### config.mk
export PLATFORM = sky130hd
export DESIGN_NAME = plrc_top
export DESIGN_NICKNAME = d
export VERILOG_FILES = /design/src/rtl/plrc_pkg.sv /design/src/rtl/plrc_nv_store.sv /design/src/rtl/plrc_top.sv
export VERILOG_INCLUDE_DIRS = /design/src /design/src/rtl
export SDC_FILE = /design/constraint.sdc
export NUM_CORES = 1
export LEC_CHECK = 0
export ABC_AREA = 1
export ABC_CLOCK_PERIOD_IN_PS = 4600
export BUFFER_PORTS_ARGS = -buffer_cell sky130_fd_sc_hd__buf_2
export CAP_MARGIN = 20
export CORE_UTILIZATION = 55
export CTS_BUF_LIST = sky130_fd_sc_hd__clkbuf_4 sky130_fd_sc_hd__clkbuf_8 sky130_fd_sc_hd__clkbuf_16
export DETAILED_ROUTE_END_ITERATION = 8
export PLACE_DENSITY_LB_ADDON = 0.05
export SYNTH_ARGS = -nofsm -noshare
export SYNTH_HDL_FRONTEND = slang
export SYNTH_SLANG_ARGS = --single-unit
### constraint.sdc
create_clock -name SYS_CLK -period 4.6 [get_ports SYS_CLK]
set_input_delay 0.92 -clock SYS_CLK [delete_from_list [all_inputs] [get_ports SYS_CLK]]
set_output_delay 0.92 -clock SYS_CLK [all_outputs]
set_load 0.03 [all_outputs]
### src/rtl/plrc_map.svh
/*
 * Constants of the power loss restore controller: timing, record layout,
 * policy codes and reset values.
 * Assumes it is included by bare name from the package and the top module.
 */
`ifndef PLRC_MAP_SVH
`define PLRC_MAP_SVH

// ----------------------------------------------------------------------------
// Timing
// ----------------------------------------------------------------------------
// Supervision interval in seconds (30 s)
`define PLRC_WATCH_TIME_S   64'h0000_0000_0000_001E
// Controller clock rate in Hz (100 MHz)
`define PLRC_CLK_HZ         64'h0000_0000_05F5_E100
`define PLRC_WATCH_CYCLES   (`PLRC_WATCH_TIME_S * `PLRC_CLK_HZ)

// ----------------------------------------------------------------------------
// Persistent record
// ----------------------------------------------------------------------------
`define PLRC_REC_ADDR       2'h0
`define PLRC_REC_LAST_ON    0
`define PLRC_REC_LOSS_SEEN  1
`define PLRC_REC_RESET      8'h00

// ----------------------------------------------------------------------------
// Policy codes
// ----------------------------------------------------------------------------
`define PLRC_POL_TURN_ON    2'h0
`define PLRC_POL_REMAIN_OFF 2'h1
`define PLRC_POL_LAST_STATE 2'h2

`endif

### src/rtl/plrc_pkg.sv
/*
 * Types of the power loss restore controller.
 * Assumes plrc_map.svh is on the include path.
 */
`include "plrc_map.svh"

package plrc_pkg;

    // ------------------------------------------------------------------------
    // States, Gray coded along boot, decide, on, watch, off
    // ------------------------------------------------------------------------
    typedef enum logic [2:0] {
        PLRC_ST_BOOT   = 3'h0,
        PLRC_ST_DECIDE = 3'h1,
        PLRC_ST_ON     = 3'h3,
        PLRC_ST_WATCH  = 3'h2,
        PLRC_ST_OFF    = 3'h6,
        PLRC_ST_LOST   = 3'h7
    } plrc_state_t;

    typedef enum logic [1:0] {
        PLRC_POL_TURN_ON    = `PLRC_POL_TURN_ON,
        PLRC_POL_REMAIN_OFF = `PLRC_POL_REMAIN_OFF,
        PLRC_POL_LAST_STATE = `PLRC_POL_LAST_STATE,
        PLRC_POL_RSVD       = 2'h3
    } plrc_policy_t;

    // ------------------------------------------------------------------------
    // Persistent record word and status bundle
    // ------------------------------------------------------------------------
    typedef struct packed {
        logic [5:0] rsvd;
        logic       loss_seen;
        logic       last_on;
    } plrc_record_t;

    typedef struct packed {
        logic        system_on;
        logic        supervising;
        logic        orderly_off;
        logic        power_loss;
        plrc_state_t state;
    } plrc_status_t;

endpackage : plrc_pkg

### src/rtl/plrc_nv_store.sv
/*
 * Small persistent store for the on/off record, read data registered.
 * Assumes the array is kept alive across loss of standby power; only the
 * read register is reset.
 */
`timescale 1ns/1ps
`default_nettype none

module plrc_nv_store #(
    parameter int WIDTH = 8,
    parameter int DEPTH = 4
) (
    // Clock and reset
    input  wire logic                     clk,
    input  wire logic                     rst_n,
    // Write port
    input  wire logic                     wr_en,
    input  wire logic [$clog2(DEPTH)-1:0] wr_addr,
    input  wire logic [WIDTH-1:0]         wr_data,
    // Read port
    input  wire logic                     rd_en,
    input  wire logic [$clog2(DEPTH)-1:0] rd_addr,
    output logic      [WIDTH-1:0]         rd_data
);

    // Erased store reads as zero; never touched by reset on purpose
    logic [WIDTH-1:0] mem_q [DEPTH] = '{default: '0};
    logic [WIDTH-1:0] rd_q;

    always_ff @(posedge clk) begin
        if (wr_en) begin
            mem_q[wr_addr] <= wr_data;
        end
    end

    always_ff @(posedge clk) begin
        if (!rst_n) begin
            rd_q <= '0;
        end else if (wr_en) begin
            // Write-through, so the next record update builds on fresh data
            rd_q <= wr_data;
        end else if (rd_en) begin
            rd_q <= mem_q[rd_addr];
        end
    end

    assign rd_data = rd_q;

endmodule : plrc_nv_store

`default_nettype wire

### src/rtl/plrc_top.sv
/*
 * Power loss restore controller of the board management controller.
 * Watches the standby rail after an off request under last-state policy, classifies orderly off
 * against power loss, and applies the restore policy when standby returns.
 * Assumes synchronous inputs on SYS_CLK and an external standby-powered
 * inverter behind the supply-on output.
 */
// Overview of operation
// - Supervise standby rail after off request under last-state
// - Stable standby for 30 s: orderly off
// - Standby gone within 30 s: power loss
// - Turn-on policy switches system on on return
// - Remain-off policy keeps system off on return
// - Last-state policy restores prior on/off state
// - Supervision interval used only by last-state
// - No standby rail: policy has no effect
// - Loss during interval leaves record on
// - Request main supply by driving output low
`timescale 1ns/1ps
`default_nettype none
`include "plrc_map.svh"

module plrc_top #(
    parameter logic [31:0] WATCH_CYCLES = 32'(`PLRC_WATCH_CYCLES)
) (
    // Clock and reset
    input  wire logic                  SYS_CLK,
    input  wire logic                  RST_N,
    // Supply status
    input  wire logic                  STANDBY_OK,
    input  wire logic                  STANDBY_RAIL_PRESENT,
    // Configuration
    input  wire logic [1:0]            POLICY,
    // System requests
    input  wire logic                  SYS_ON_REQ,
    input  wire logic                  SYS_OFF_REQ,
    // Supply control and status
    output logic                       SUPPLY_ON_REQUEST_N,
    output plrc_pkg::plrc_status_t     STATUS
);

    // ------------------------------------------------------------------------
    // Declarations
    // ------------------------------------------------------------------------
    plrc_pkg::plrc_state_t  state_q;
    plrc_pkg::plrc_state_t  state_d;
    plrc_pkg::plrc_policy_t policy;
    plrc_pkg::plrc_record_t rec_rd;
    plrc_pkg::plrc_record_t rec_wr;
    logic [31:0]            cnt_q;
    logic [31:0]            cnt_d;
    logic [7:0]             rd_word;
    logic                   supply_n_q;
    logic                   loss_q;
    logic                   orderly_q;
    logic                   watch_done;
    logic                   is_last;
    logic                   restore_on;
    logic                   nv_wr;
    logic                   nv_rd;
    logic                   enter_on;
    logic                   enter_off;
    logic                   loss_evt;
    logic                   orderly_evt;

    // ------------------------------------------------------------------------
    // Decode
    // ------------------------------------------------------------------------
    assign policy     = plrc_pkg::plrc_policy_t'(POLICY);
    assign is_last    = (policy == plrc_pkg::PLRC_POL_LAST_STATE);
    assign rec_rd     = plrc_pkg::plrc_record_t'(rd_word);
    assign watch_done = (cnt_q >= WATCH_CYCLES - 32'h0000_0001);

    // Restore decision; reserved code behaves as remain-off
    assign restore_on = !STANDBY_RAIL_PRESENT ? 1'b1 :
                        (policy == plrc_pkg::PLRC_POL_TURN_ON) ? 1'b1 :
                        is_last ? rec_rd.last_on :
                        1'b0;

    // ------------------------------------------------------------------------
    // Next state
    // ------------------------------------------------------------------------
    always_comb begin
        state_d = state_q;
        case (state_q)
            plrc_pkg::PLRC_ST_BOOT: begin
                state_d = plrc_pkg::PLRC_ST_DECIDE;
            end
            plrc_pkg::PLRC_ST_DECIDE: begin
                if (!STANDBY_OK) begin
                    state_d = plrc_pkg::PLRC_ST_LOST;
                end else if (restore_on) begin
                    state_d = plrc_pkg::PLRC_ST_ON;
                end else begin
                    state_d = plrc_pkg::PLRC_ST_OFF;
                end
            end
            plrc_pkg::PLRC_ST_ON: begin
                if (!STANDBY_OK) begin
                    state_d = plrc_pkg::PLRC_ST_LOST;
                end else if (SYS_OFF_REQ) begin
                    // Interval only matters when the record is consulted
                    state_d = is_last ? plrc_pkg::PLRC_ST_WATCH
                                      : plrc_pkg::PLRC_ST_OFF;
                end
            end
            plrc_pkg::PLRC_ST_WATCH: begin
                if (!STANDBY_OK) begin
                    state_d = plrc_pkg::PLRC_ST_LOST;
                end else if (SYS_ON_REQ) begin
                    state_d = plrc_pkg::PLRC_ST_ON;
                end else if (watch_done) begin
                    state_d = plrc_pkg::PLRC_ST_OFF;
                end
            end
            plrc_pkg::PLRC_ST_OFF: begin
                if (!STANDBY_OK) begin
                    state_d = plrc_pkg::PLRC_ST_LOST;
                end else if (SYS_ON_REQ) begin
                    state_d = plrc_pkg::PLRC_ST_ON;
                end
            end
            plrc_pkg::PLRC_ST_LOST: begin
                // Record is re-read on return so the decision sees fresh data
                if (STANDBY_OK) begin
                    state_d = plrc_pkg::PLRC_ST_BOOT;
                end
            end
            default: begin
                state_d = plrc_pkg::PLRC_ST_BOOT;
            end
        endcase
    end

    assign cnt_d = (state_q == plrc_pkg::PLRC_ST_WATCH) ? cnt_q + 32'h0000_0001 : 32'h0000_0000;

    // ------------------------------------------------------------------------
    // Events and persistent record
    // ------------------------------------------------------------------------
    assign enter_on    = (state_d == plrc_pkg::PLRC_ST_ON) && (state_q != plrc_pkg::PLRC_ST_ON);
    assign enter_off   = (state_d == plrc_pkg::PLRC_ST_OFF) && (state_q != plrc_pkg::PLRC_ST_OFF);
    assign loss_evt    = (state_d == plrc_pkg::PLRC_ST_LOST) && (state_q != plrc_pkg::PLRC_ST_LOST);
    assign orderly_evt = (state_q == plrc_pkg::PLRC_ST_WATCH) && (state_d == plrc_pkg::PLRC_ST_OFF);

    // Off under last-state is written only after the interval, so a loss
    // inside it leaves the record on and the system powers up again
    assign nv_wr = enter_on || enter_off || loss_evt;
    assign nv_rd = (state_q == plrc_pkg::PLRC_ST_BOOT);

    always_comb begin
        rec_wr           = rec_rd;
        rec_wr.rsvd      = 6'h00;
        rec_wr.last_on   = enter_on ? 1'b1 : enter_off ? 1'b0 : rec_rd.last_on;
        rec_wr.loss_seen = loss_evt ? 1'b1 : (enter_on || enter_off) ? 1'b0 : rec_rd.loss_seen;
    end

    plrc_nv_store #(
        .WIDTH (8),
        .DEPTH (4)
    ) u_store (
        .clk     (SYS_CLK),
        .rst_n   (RST_N),
        .wr_en   (nv_wr),
        .wr_addr (`PLRC_REC_ADDR),
        .wr_data (rec_wr),
        .rd_en   (nv_rd | nv_wr),
        .rd_addr (`PLRC_REC_ADDR),
        .rd_data (rd_word)
    );

    // ------------------------------------------------------------------------
    // Registers
    // ------------------------------------------------------------------------
    always_ff @(posedge SYS_CLK) begin
        if (!RST_N) begin
            state_q    <= plrc_pkg::PLRC_ST_BOOT;
            cnt_q      <= 32'h0000_0000;
            supply_n_q <= 1'b1;
            loss_q     <= 1'b0;
            orderly_q  <= 1'b0;
        end else begin
            state_q    <= state_d;
            cnt_q      <= cnt_d;
            supply_n_q <= (state_d != plrc_pkg::PLRC_ST_ON);
            loss_q     <= loss_evt;
            orderly_q  <= orderly_evt;
        end
    end

    assign SUPPLY_ON_REQUEST_N = supply_n_q;
    assign STATUS = '{
        system_on:   !supply_n_q,
        supervising: (state_q == plrc_pkg::PLRC_ST_WATCH),
        orderly_off: orderly_q,
        power_loss:  loss_q,
        state:       state_q
    };

    // ------------------------------------------------------------------------
    // Assertions
    // ------------------------------------------------------------------------
    AST_SUPERVISE_START: assert property (@(posedge SYS_CLK) disable iff (!RST_N)
        (state_q == plrc_pkg::PLRC_ST_ON) && STANDBY_OK && SYS_OFF_REQ && is_last
        |=> (state_q == plrc_pkg::PLRC_ST_WATCH) && (cnt_q == 32'h0000_0000) ##1 (cnt_q == 32'h0000_0001))
        else $error("Supervision did not start after off request");

    AST_ORDERLY_OFF: assert property (@(posedge SYS_CLK) disable iff (!RST_N)
        (state_q == plrc_pkg::PLRC_ST_WATCH) && STANDBY_OK && !SYS_ON_REQ && watch_done
        |=> (state_q == plrc_pkg::PLRC_ST_OFF) && STATUS.orderly_off && !STATUS.power_loss)
        else $error("Orderly off not reported at end of interval");

    AST_NO_EARLY_OFF: assert property (@(posedge SYS_CLK) disable iff (!RST_N)
        $rose(state_q == plrc_pkg::PLRC_ST_OFF) && $past(state_q) == plrc_pkg::PLRC_ST_WATCH
        |-> $past(cnt_q) == WATCH_CYCLES - 32'h0000_0001)
        else $error("Supervision ended early");

    AST_LOSS_IN_WATCH: assert property (@(posedge SYS_CLK) disable iff (!RST_N)
        (state_q == plrc_pkg::PLRC_ST_WATCH) && !STANDBY_OK
        |=> (state_q == plrc_pkg::PLRC_ST_LOST) && STATUS.power_loss && SUPPLY_ON_REQUEST_N)
        else $error("Power loss inside interval not classified");

    AST_TURN_ON: assert property (@(posedge SYS_CLK) disable iff (!RST_N)
        (state_q == plrc_pkg::PLRC_ST_DECIDE) && STANDBY_OK && STANDBY_RAIL_PRESENT
        && (policy == plrc_pkg::PLRC_POL_TURN_ON)
        |=> !SUPPLY_ON_REQUEST_N)
        else $error("Turn-on policy did not switch on");

    AST_REMAIN_OFF: assert property (@(posedge SYS_CLK) disable iff (!RST_N)
        (state_q == plrc_pkg::PLRC_ST_DECIDE) && STANDBY_RAIL_PRESENT
        && (policy == plrc_pkg::PLRC_POL_REMAIN_OFF)
        |=> SUPPLY_ON_REQUEST_N)
        else $error("Remain-off policy switched on");

    AST_LAST_STATE: assert property (@(posedge SYS_CLK) disable iff (!RST_N)
        (state_q == plrc_pkg::PLRC_ST_DECIDE) && STANDBY_OK && STANDBY_RAIL_PRESENT && is_last
        |=> SUPPLY_ON_REQUEST_N == !$past(rec_rd.last_on))
        else $error("Last-state policy did not restore record");

    AST_NO_WATCH_OTHER: assert property (@(posedge SYS_CLK) disable iff (!RST_N)
        (state_q == plrc_pkg::PLRC_ST_ON) && STANDBY_OK && SYS_OFF_REQ && !is_last
        |=> (state_q == plrc_pkg::PLRC_ST_OFF) && !STATUS.supervising)
        else $error("Supervision used outside last-state policy");

    AST_NO_RAIL: assert property (@(posedge SYS_CLK) disable iff (!RST_N)
        (state_q == plrc_pkg::PLRC_ST_DECIDE) && STANDBY_OK && !STANDBY_RAIL_PRESENT
        |=> !SUPPLY_ON_REQUEST_N)
        else $error("Policy acted without standby rail");

    AST_RECORD_HELD: assert property (@(posedge SYS_CLK) disable iff (!RST_N)
        (state_q == plrc_pkg::PLRC_ST_WATCH) && STANDBY_OK
        |-> !nv_wr || enter_on || orderly_evt)
        else $error("Record changed inside interval");

    AST_SUPPLY_PIN: assert property (@(posedge SYS_CLK) disable iff (!RST_N)
        ##1 (SUPPLY_ON_REQUEST_N == (state_q != plrc_pkg::PLRC_ST_ON)))
        else $error("Supply request does not follow on state");

    AST_PERSIST_ON: assert property (@(posedge SYS_CLK) disable iff (!RST_N)
        $rose(state_q == plrc_pkg::PLRC_ST_ON)
        |-> $past(nv_wr) && $past(rec_wr.last_on) ##1 rec_rd.last_on)
        else $error("On transition not persisted");

endmodule : plrc_top

`default_nettype wire

==> summary.md, run 1 <==
| Metric | Value |
|---|---|
| Wirelength per Cell | `10.7 um` |
| Fin nets | `about 340` |
| Antenna diodes | `0` |
| Pwr Density | `471 nW/um2` |
| Final instance area | `between 2000 and 2500 um2` |
| CTS buffer count | `5` |
| Drt drc | `0` |
| Synth top area cells | `dfxtp_1, nand2_1, inv_1` |
| Total wire length | `4020 um` |
| Via density | `approximately 5.1` |
| Resize count post-CTS | `0` |
| Number of placed I/O pins | `16` |
| Final Cycle Share | `49.0%` |
| Post-Synthesis Cells | `around 310` |
| Global-route wire length before repair | `just over 7000 um` |
| Seq/Total Area, Yosys | `between 30% and 40%` |
| CP cell instances | `nand2_1 -> nor2_1 -> buf_2` |
| CTS tree | `built` |
| Standard-cell row count | `22` |
| Yosys warns | `0` |
| Measured slew at the worst slew-check pin | `between 500 and 600 ps` |
| Die Wd | `63.8 um` |
| Worst path required time | `3680 ps` |
| Final Hold Vio Count | `0` |
| CTS root buf | `clkbuf_8` |
| Synth top cells by count | `nand2_1, inv_1, nor2_1` |
| GPL Wtd Cong | `approximately 0.85` |
| Clk sinks | `40` |
| Skew final | `slightly above 9 ps` |
| Final Power | `about 1.1 mW` |
| DP HPWL | `2960 um` |
| Mapped Area | `roughly 2100 um2` |
| Crit path max-delay family | `flip-flops` |
| Syn Nets | `~320` |
| Largest net degree at the start of global routing | `20` |
| Antenna violations before repair | `0` |
| CORE AREA | `between 3000 and 4000 um2` |
| Worst setup EP type | `output pin` |
| RSZ-0062 raised after global routing | `no` |
| EDFF count, synth | `0` |
| Arr. time, crit path | `around 1300 ps` |
| Cell Area, Placed | `~2200 um2` |
| GRT Total Usage | `between 20% and 30%` |
| Hold Buf Count CTS | `0` |
| Worst-Skew Late Latency | `roughly 290 ps` |
| Peak VDD IR | `~0.00035 V` |
| Seq cells post-synth | `40` |
| Pins over their slew limit | `0` |
| Slowest stage delay, CP | `between 400 and 500 ps` |
| Syn avg cell area | `approximately 6.8 um2` |
| Pre-Repair DR Iteration Count | `4` |
| Relative slew slack | `a little under two thirds` |
| Max Cap Viol | `0` |
| Via count | `around 1900` |
| Final setup viols | `0` |
| Aggregate global routing overflow | `0` |
| Starting DRT DRC Count | `between 100 and 150` |
| Critical path class | `register to output pin` |
| Die height | `63.8 um` |
| Hold WC Path Type | `register to register` |
| IO Port Bufs | `15` |
| Post-CTS setup buffers | `0` |
| CP max-delay cell | `dfxtp_1` |
| Non-filler instance count after layout | `roughly 380` |
| Async S/R FF share, synth | `0%` |
| Status | `completed` |
| Vias in the first global route | `roughly 1700` |
| Post-Route Utilization | `64.8%` |
| Count leader, synth | `nand2_1` |
| Initial Util | `a little under three fifths` |
| P&R area growth vs syn | `13.1%` |
| H-tree Lvls | `2` |
| Tmin final | `~2300 ps` |
| Netlist cell types | `29` |
| Area of the die | `4070 um2` |
| Leakage power | `0.951 nW` |
| Placed insts | `between 300 and 400` |
| Setup TNS | `0 ps` |
| Clock Tree Buf Depth | `2` |
| Layout cells sized above 1 | `13.1%` |
| Worst Path Max Fanout | `8` |
| Peak Freq | `around 440 MHz` |
| Most common flop cell mapped by yosys | `dfxtp_1` |
| Top cell type's share of synthesized area | `38.2%` |
| Antenna-violating nets left | `0` |
| Worst-path clk slew | `roughly 70 ps` |
| Crit path buffers/inverters | `1` |
| Startpoint Class | `register` |
| Leading area contributor after synthesis | `dfxtp_1` |
## cell usage in the layout (no fill, tap or decap)
| cell type | n |
|---|---|
| ha_1 | 1 |
| dfxtp_1 | 40 |
| nor3_2 | 2 |
| buf_2 | 15 |
| nand2_2 | 6 |
| a31oi_1 | 1 |
| o21ai_0 | 23 |
| a21oi_1 | 25 |
| a211oi_1 | 2 |
| nand4_1 | 7 |
| buf_4 | 1 |
| clkbuf_8 | 5 |
| inv_2 | 1 |
| nor4_1 | 2 |
| nand3b_4 | 1 |
| nor4_4 | 1 |
| nor3_1 | 9 |
| o21ai_1 | 1 |
| xor2_1 | 2 |
| bufinv_16 | 3 |
| nor2_1 | 47 |
| nand3_1 | 23 |
| a221oi_1 | 1 |
| inv_1 | 48 |
| nor3b_2 | 1 |
| nand2_1 | 52 |
| nor2_4 | 6 |
| o21a_1 | 1 |
| nor2_2 | 1 |
## cell families (layout without fill, tap and decap cells)
family                     count (synthesis)  count (layout)  share of synthesized area, %
buffers and inverters                     54              73                          10.1
DFF                                       40              40                          38.2
adders and majority gates                  1               1                         0.596
and+or+nand+nor                          158             158                          36.9
xor gates and xnor gates                   2               2                         0.835
AOI/OAI and AO/OA                         54              54                          13.5
## sequential cells by signal, summed over array words and instances (netlist names)
signal and flops:
SUPPLY_ON_REQUEST_N 1, orderly_q 1, state_q 3, u_store.rd_data 1, loss_q 1, cnt_q 32
u_store.mem_q 1
## area by class of cell
| cell class | instances | area (um2) |
|---|---|---|
| fill | 344 | 1290 |
| timing repair buffer | 16 | 82.6 |
| clock buffer | 5 | 68.8 |
| multi-input combinational | 215 | 1090 |
| tap | 48 | 60.1 |
| inverter | 49 | 184 |
| clock inverter | 3 | 90.1 |
| sequential | 40 | 801 |
## metrics by stage
step	hold WS, ps	setup WS [ps]
after global routing	485	2090
after detailed placement	435	2240
after CTS	457	2350
after global placement	430	2290
final	450	2340
after floorplan	418	2360
## routing by layer
layer | share of wire [%] | vias up | wire (um) | GRT usage [%]
li1 | - | 1040 | - | -
met1 | 50 | 827 | 2030 | 28.3
met2 | 44 | 46 | 1790 | 36.8
met3 | 4.5 | 2 | 180 | 5.54
met4 | 0.65 | 0 | 26 | 8.24
met5 | 0 | - | 0 | 0
## path summary, 6_finish.rpt
check | cells after the start | from | to | slack, ps
max | 3 | state_q[1] | STATUS[5] | 2340
min | 1 | cnt_q[0] | cnt_q[0] | 450
max reg2reg | 18 | cnt_q[0] | cnt_q[30] | 2400
min reg2reg | 1 | cnt_q[0] | cnt_q[0] | 450
## where the power goes
group | switching [mW] | internal [mW] | total, mW
Combinational | 0.222 | 0.100 | 0.323
Sequential | 0.0272 | 0.375 | 0.403
Clock | 0.122 | 0.271 | 0.393
No activity file was read; power rests on OpenSTA's default activity.
==> run 2: changes to the inputs <==
--- a/config.mk
+++ b/config.mk
@@ -7,7 +7,7 @@
 export NUM_CORES = 1
 export LEC_CHECK = 0
 export ABC_AREA = 1
-export ABC_CLOCK_PERIOD_IN_PS = 4600
+export ABC_CLOCK_PERIOD_IN_PS = 2100
 export BUFFER_PORTS_ARGS = -buffer_cell sky130_fd_sc_hd__buf_2
 export CAP_MARGIN = 20
 export CORE_UTILIZATION = 55
==> constraint.sdc (replaced) <==
create_clock -name SYS_CLK -period 2.1 [get_ports SYS_CLK]
set_input_delay 0.42 -clock SYS_CLK [delete_from_list [all_inputs] [get_ports SYS_CLK]]
set_output_delay 0.42 -clock SYS_CLK [all_outputs]
set_load 0.03 [all_outputs]
==> run 2 against run 1 <==
  * Sequential share of layout area is 1.9 points lower
  * Global-route usage increased by 0.22 points
  * The flow now finishes with violations (setup timing)
  * Sequential cell count unchanged
  * Cell count increased by 4.8%
  * Largest cell class unchanged
  * Setup slack got worse by 2400 ps
  * Utilization increased by 4.0 points
  * Critical path depth grew 15
  * Die area is the same
==> summary.md, run 2 (synthesis results as in run 1) <==
| Metric | Value |
|---|---|
| Hold WC Path Type | `input port to register` |
| Die height | `63.8 um` |
| Number of placed I/O pins | `16` |
| Pins over their slew limit | `0` |
| Pre-Repair DR Iteration Count | `4` |
| Skew final | `between 6 and 7 ps` |
| Vias in the first global route | `~1700` |
| Peak VDD IR | `0.000817 V` |
| CORE AREA | `3660 um2` |
| Worst Path Max Fanout | `4` |
| GPL Wtd Cong | `slightly above 0.8` |
| Tmin final | `~2200 ps` |
| P&R area growth vs syn | `20.1%` |
| Total wire length | `~4400 um` |
| Worst-Skew Late Latency | `between 200 and 300 ps` |
| Aggregate global routing overflow | `0` |
| Final Power | `about 2.2 mW` |
| Arr. time, crit path | `2350 ps` |
| Wirelength per Cell | `11.1 um` |
| Relative slew slack | `between 60 and 70%` |
| Worst setup EP type | `register` |
| Final Hold Vio Count | `0` |
| Multi-input logic area | `1160 um2` |
| Worst path required time | `2290 ps` |
| Largest regs | `cnt_q x32, state_q x3` |
| Status | `finished, violations left` |
| Final Cycle Share | `103%` |
| Die Wd | `~64 um` |
| Global-route wire length before repair | `~7200 um` |
| Via count | `roughly 2000` |
| Initial Util | `a little under three fifths` |
| Via density | `5.09` |
| Fin nets | `approximately 350` |
| Worst-path clk slew | `approximately 70 ps` |
| RSZ-0062 raised after global routing | `yes` |
| # fillers | `about 330` |
| Clock Tree Buf Depth | `2` |
| Most frequent cells in the layout | `nand2_1, inv_1, nor2_1, dfxtp_1, a21oi_1` |
| Layout cells sized above 1 | `between 20% and 30%` |
| Largest register FFs | `32` |
| IO Port Bufs | `15` |
| Drt drc | `0` |
| Most common cell after layout, fill and taps aside | `nand2_1` |
| Standard-cell row count | `22` |
| DP HPWL | `~3100 um` |
| Sequential cell area | `between 800 and 900 um2` |
| Peak Freq | `between 400 and 500 MHz` |
| CTS root buf | `clkbuf_8` |
| GRT Total Usage | `a little under a quarter` |
| CTS buffer count | `5` |
| Measured slew at the worst slew-check pin | `554 ps` |
| Antenna diodes | `0` |
| Antenna-violating nets left | `0` |
| Top reg by flops | `cnt_q` |
| Hold Buf Count CTS | `0` |
| Largest net degree at the start of global routing | `20` |
| Max Cap Viol | `0` |
| Final setup viols | `3` |
| Startpoint Class | `register` |
| Leakage power | `between 1 and 1.5 nW` |
| Antenna violations before repair | `0` |
| Clk sinks | `40` |
| Area of the die | `a little over 4000 um2` |
| CTS tree | `built` |
| Pwr Density | `approximately 890 nW/um2` |
| Starting DRT DRC Count | `about 100` |
| Worst setup margin | `-62.5 ps` |
| Min Hold Slack | `roughly 360 ps` |
| Critical path class | `register to register` |
| H-tree Lvls | `2` |
| Violated checks | `setup timing` |
run 2: cell count changes in the layout (fill, tap and decap cells not counted), moves of 3 or more:
| cell | previous run | this run |
|---|---|---|
| bufinv_16 | 3 | 0 |
| buf_4 | 1 | 19 |
| nor2_2 | 1 | 5 |
| nor2_1 | 47 | 42 |
| nand3_1 | 23 | 20 |
| nand2_1 | 52 | 48 |
| nand3_2 | 0 | 3 |
run 2: critical path: stages (launching register included):
cell and delay, ps:
dfxtp_2 360, ha_4 140, nand2_2 50, inv_2 90, nand2_4 60, nor2_4 90, nand2_2 80, nor2_4 130
nand2_2 80, nor2_4 130, nand2_2 70, nor2_4 120, nand2_2 90, nor2_4 170, nand3b_4 100, nor2_4 150
nand3_2 60, nand2_1 60, nor2_1 40
run 2: layer usage:
layer	track usage [%]	vias up	share of wire [%]
met5	0	-	0
met4	7.67	0	1.6
met3	6.25	7	2.9
met2	38.6	30	47
met1	27.2	900	49
li1	-	1067	-
run 2: what timing repair did:
item	CTS	global route
endpoints found under the setup margin	1	14
pin swaps	0	10
resized for setup	1	19
buffers inserted	0	7
run 2: path summary, 6_finish.rpt:
check	startpoint	endpoint	slack [ps]	cells past startpoint
setup / recovery	cnt_q[1]	cnt_q[30]	-60	18
hold / removal	RST_N	SUPPLY_ON_REQUEST_N	360	2
setup reg to reg	cnt_q[1]	cnt_q[30]	-60	18
hold reg to reg	cnt_q[15]	cnt_q[16]	490	2
run 2: cell type report:
cell class / instances / area share (%)
repair buffers: 34 / 8.64
inverters: 49 / 7.30
well taps: 48 / 2.38
flip-flops and latches: 40 / 31.9
multi-input cells: 215 / 45.9
clock buffers: 8 / 3.87
run 2: metrics by stage:
stage	util [%]	setup WS, ps	TNS [ps]	instances	cell area (um2)
global route	68.8	-214	-1370	394	2520
floorplan	-	37.9	0	309	2100
finish	68.8	-62.5	-120	394	2520
detailed placement	62.8	3.20	0	379	2300
CTS	65.5	0.464	0	387	2400
global placement	62.8	20.6	0	379	2300
run 2: where the power goes:
group | internal, mW | switching (mW) | leakage [nW]
sequential | 0.823 | 0.0620 | 0.325
combinational | 0.254 | 0.553 | 0.654
clock | 0.294 | 0.250 | 0.0523
total | 1.37 | 0.865 | 1.03
==> run 3: changes to the inputs <==
--- a/config.mk
+++ b/config.mk
@@ -6,7 +6,7 @@
 export SDC_FILE = /design/constraint.sdc
 export NUM_CORES = 1
 export LEC_CHECK = 0
-export ABC_AREA = 1
+export ABC_AREA = 0
 export ABC_CLOCK_PERIOD_IN_PS = 2100
 export BUFFER_PORTS_ARGS = -buffer_cell sky130_fd_sc_hd__buf_2
 export CAP_MARGIN = 20
==> run 3 against run 2 <==
  * Sequential power is 6.2% lower
  * Critical endpoint is now u_store.rd_data[0]
  * Largest cell class unchanged
  * Combinational power is 56% lower
  * The flow now finishes without violations
  * Count of clock-buffer cells in the layout is 2 lower
==> summary.md, run 3 <==
| Metric | Value |
|---|---|
| Clock share of power | `between 20% and 30%` |
| Wirelength per Cell | `13.0 um` |
| Vias in the first global route | `~1500` |
| Netlist cell types | `42` |
| Hold WC Path Type | `input port to register` |
| Worst-path clk slew | `~120 ps` |
| GPL Wtd Cong | `a little over 0.8` |
| P&R area growth vs syn | `11.7%` |
| H-tree Lvls | `2` |
| Number of placed I/O pins | `16` |
| Setup TNS | `0 ps` |
| Largest regs | `cnt_q x32, state_q x3` |
| EDFF count, synth | `0` |
| Skew final | `between 10 and 15 ps` |
| Area of the die | `roughly 3800 um2` |
| Largest register FFs | `32` |
| Crit. path cell count | `7` |
| Layout cells sized above 1 | `between 10% and 20%` |
| Switch share | `a little under a third` |
| CP max-delay cell | `dfxtp_1` |
| Pre-Repair DR Iteration Count | `4` |
| Final Hold Vio Count | `0` |
| Antenna violations before repair | `0` |
| Synth top cells by count | `nor2_1, dfxtp_1, xor2_1` |
| Seq cells post-synth | `40` |
| CTS root buf | `clkbuf_4` |
| Worst setup EP type | `register` |
| Top reg by flops | `cnt_q` |
| Relative slew slack | `between 60% and 70%` |
| Final setup viols | `0` |
| Worst-Skew Late Latency | `between 300 and 400 ps` |
| Syn Nets | `237` |
| Total wire length | `between 3000 and 4000 um` |
| Post-Route Utilization | `between 60% and 70%` |
| Die Wd | `roughly 61 um` |
| Max Cap Viol | `0` |
| GRT Total Usage | `between 20% and 30%` |
| Antenna diodes | `0` |
| DP HPWL | `about 2900 um` |
| Slowest stage delay, CP | `between 300 and 400 ps` |
| Measured slew at the worst slew-check pin | `457 ps` |
| Pwr Density | `slightly above 700 nW/um2` |
| Net load switching power | `between 400 and 500 uW` |
| Most frequent cells in the layout | `nor2_1, dfxtp_1, xor2_1, nand3_1, buf_2` |
| Comb pwr share | `22.3%` |
| Mapped Area | `1950 um2` |
| Top cell type's share of synthesized area | `between 40% and 50%` |
| Aggregate global routing overflow | `0` |
| Post-CTS setup buffers | `0` |
| Syn avg cell area | `about 8.5 um2` |
| Worst Reg-to-Reg Cells | `7` |
| Startpoint Class | `register` |
| Crit path max-delay family | `compound AO/OA/AOI/OAI gates` |
| Min Hold Slack | `348 ps` |
| Most common cell after layout, fill and taps aside | `nor2_1` |
| Clock Tree Buf Depth | `2` |
| Initial Util | `around 58%` |
| Leakage power | `roughly 0.80 nW` |
| Worst R2R Setup Slack | `around 170 ps` |
| Antenna-violating nets left | `0` |
| Synth top area cells | `dfxtp_1, xor2_1, nor2_1` |
| CP cell instances | `a211o_1 -> a221oi_4 -> o211ai_1 -> a222oi_1 -> buf_4 -> and3_1 -> a211oi_2` |
| Status | `completed` |
| Int Power | `about 1.1 mW` |
| Via density | `5.50` |
| Flop pwr share | `~53%` |
| Seq/Total Area, Yosys | `between 40 and 50%` |
| CTS buffer count | `5` |
| Post-Synthesis Cells | `between 200 and 250` |
| Peak Freq | `~520 MHz` |
| Standard-cell row count | `21` |
| Clk sinks | `40` |
| IO Port Bufs | `15` |
| Arr. time, crit path | `~2200 ps` |
| Count leader, synth | `nor2_1` |
| Via count | `approximately 1600` |
| Crit path launch | `cnt_q[27]` |
| Hold_sp | `RST_N` |
| CORE AREA | `approximately 3400 um2` |
| Drt drc | `0` |
| Resize count post-CTS | `0` |
| Final Cycle Share | `92.1%` |
| Worst path required time | `~2300 ps` |
| Crit path buffers/inverters | `1` |
| R2r startpoint | `cnt_q[27]` |
| Pins over their slew limit | `0` |
| Fin nets | `between 200 and 300` |
| Hold Buf Count CTS | `0` |
| RSZ-0062 raised after global routing | `no` |
| Global-route wire length before repair | `roughly 6300 um` |
| Most common flop cell mapped by yosys | `dfxtp_1` |
| Async S/R FF share, synth | `0%` |
| Tmin final | `1930 ps` |
| Yosys warns | `0` |
| Largest net degree at the start of global routing | `32` |
| Starting DRT DRC Count | `51` |
| Placement Setup Slack | `~160 ps` |
| Critical path class | `register to register` |
| Worst setup margin | `~170 ps` |
| Hold depth | `3` |
| Die height | `61.5 um` |
| Peak VDD IR | `about 0.00046 V` |
| Worst Path Max Fanout | `7` |
| Leading area contributor after synthesis | `dfxtp_1` |
| CTS tree | `built` |
-- run 3: kinds of logic (layout without fill, tap and decap cells) --
family          after synthesis  in the layout  share of synthesized area (%)
simple gates                110            110                           27.6
flops                        40             40                           41.2
compound gates               32             32                           13.1
xor+xnor                     30             30                           13.5
buf+inv                      15             39                           4.05
fa+ha+maj                     1              1                          0.643
-- run 3: layout make-up --
type                    instances  area [um2]
well taps                      46        57.6
fillers                       310        1190
multi-input cells             173        1080
flip-flops and latches         40         801
inverters                       5        18.8
clock inverters                 2        10.0
repair buffers                 26         158
clock buffers                   6        51.3
-- run 3: power groups by stage --
stage / clock network (mW) / registers, mW / logic, mW
2_1_floorplan: 0 / 0.867 / 0.228
3_3_place_gp: 0 / 0.845 / 0.342
3_5_place_dp: 0 / 0.846 / 0.351
4_1_cts: 0.408 / 0.829 / 0.351
5_1_grt: 0.446 / 0.836 / 0.387
6_report: 0.399 / 0.830 / 0.352
-- run 3: worst reg2reg max path, delay by kind of cell (launching register included) --
family                 cells  cell delay [ps]
buffers and inverters      1              200
and+or+nand+nor            1              180
DFF                        1              380
AOI/OAI and AO/OA          5             1070
-- run 3: metal layers --
layer | GRT usage (%) | vias up | part of all wire, %
met5 | 0 | - | 0
met4 | 7.62 | 0 | 1.4
met3 | 7.77 | 6 | 3.8
met2 | 38.8 | 36 | 49
met1 | 28.0 | 755 | 46
li1 | - | 841 | -
-- run 3: final timing paths --
path	endpoint
min	loss_q
max reg2reg	u_store.rd_data[0]
max	u_store.rd_data[0]
min reg2reg	cnt_q[0]
-- run 3: per-stage QoR --
| step | total power [mW] | area (um2) | cells |
|---|---|---|---|
| 6_report | 1.58 | 2170 | 298 |
| 5_1_grt | 1.67 | 2170 | 298 |
| 4_1_cts | 1.59 | 2170 | 298 |
| 3_5_place_dp | 1.20 | 2110 | 290 |
| 3_3_place_gp | 1.19 | 2110 | 290 |
| 2_1_floorplan | 1.10 | 1960 | 228 |
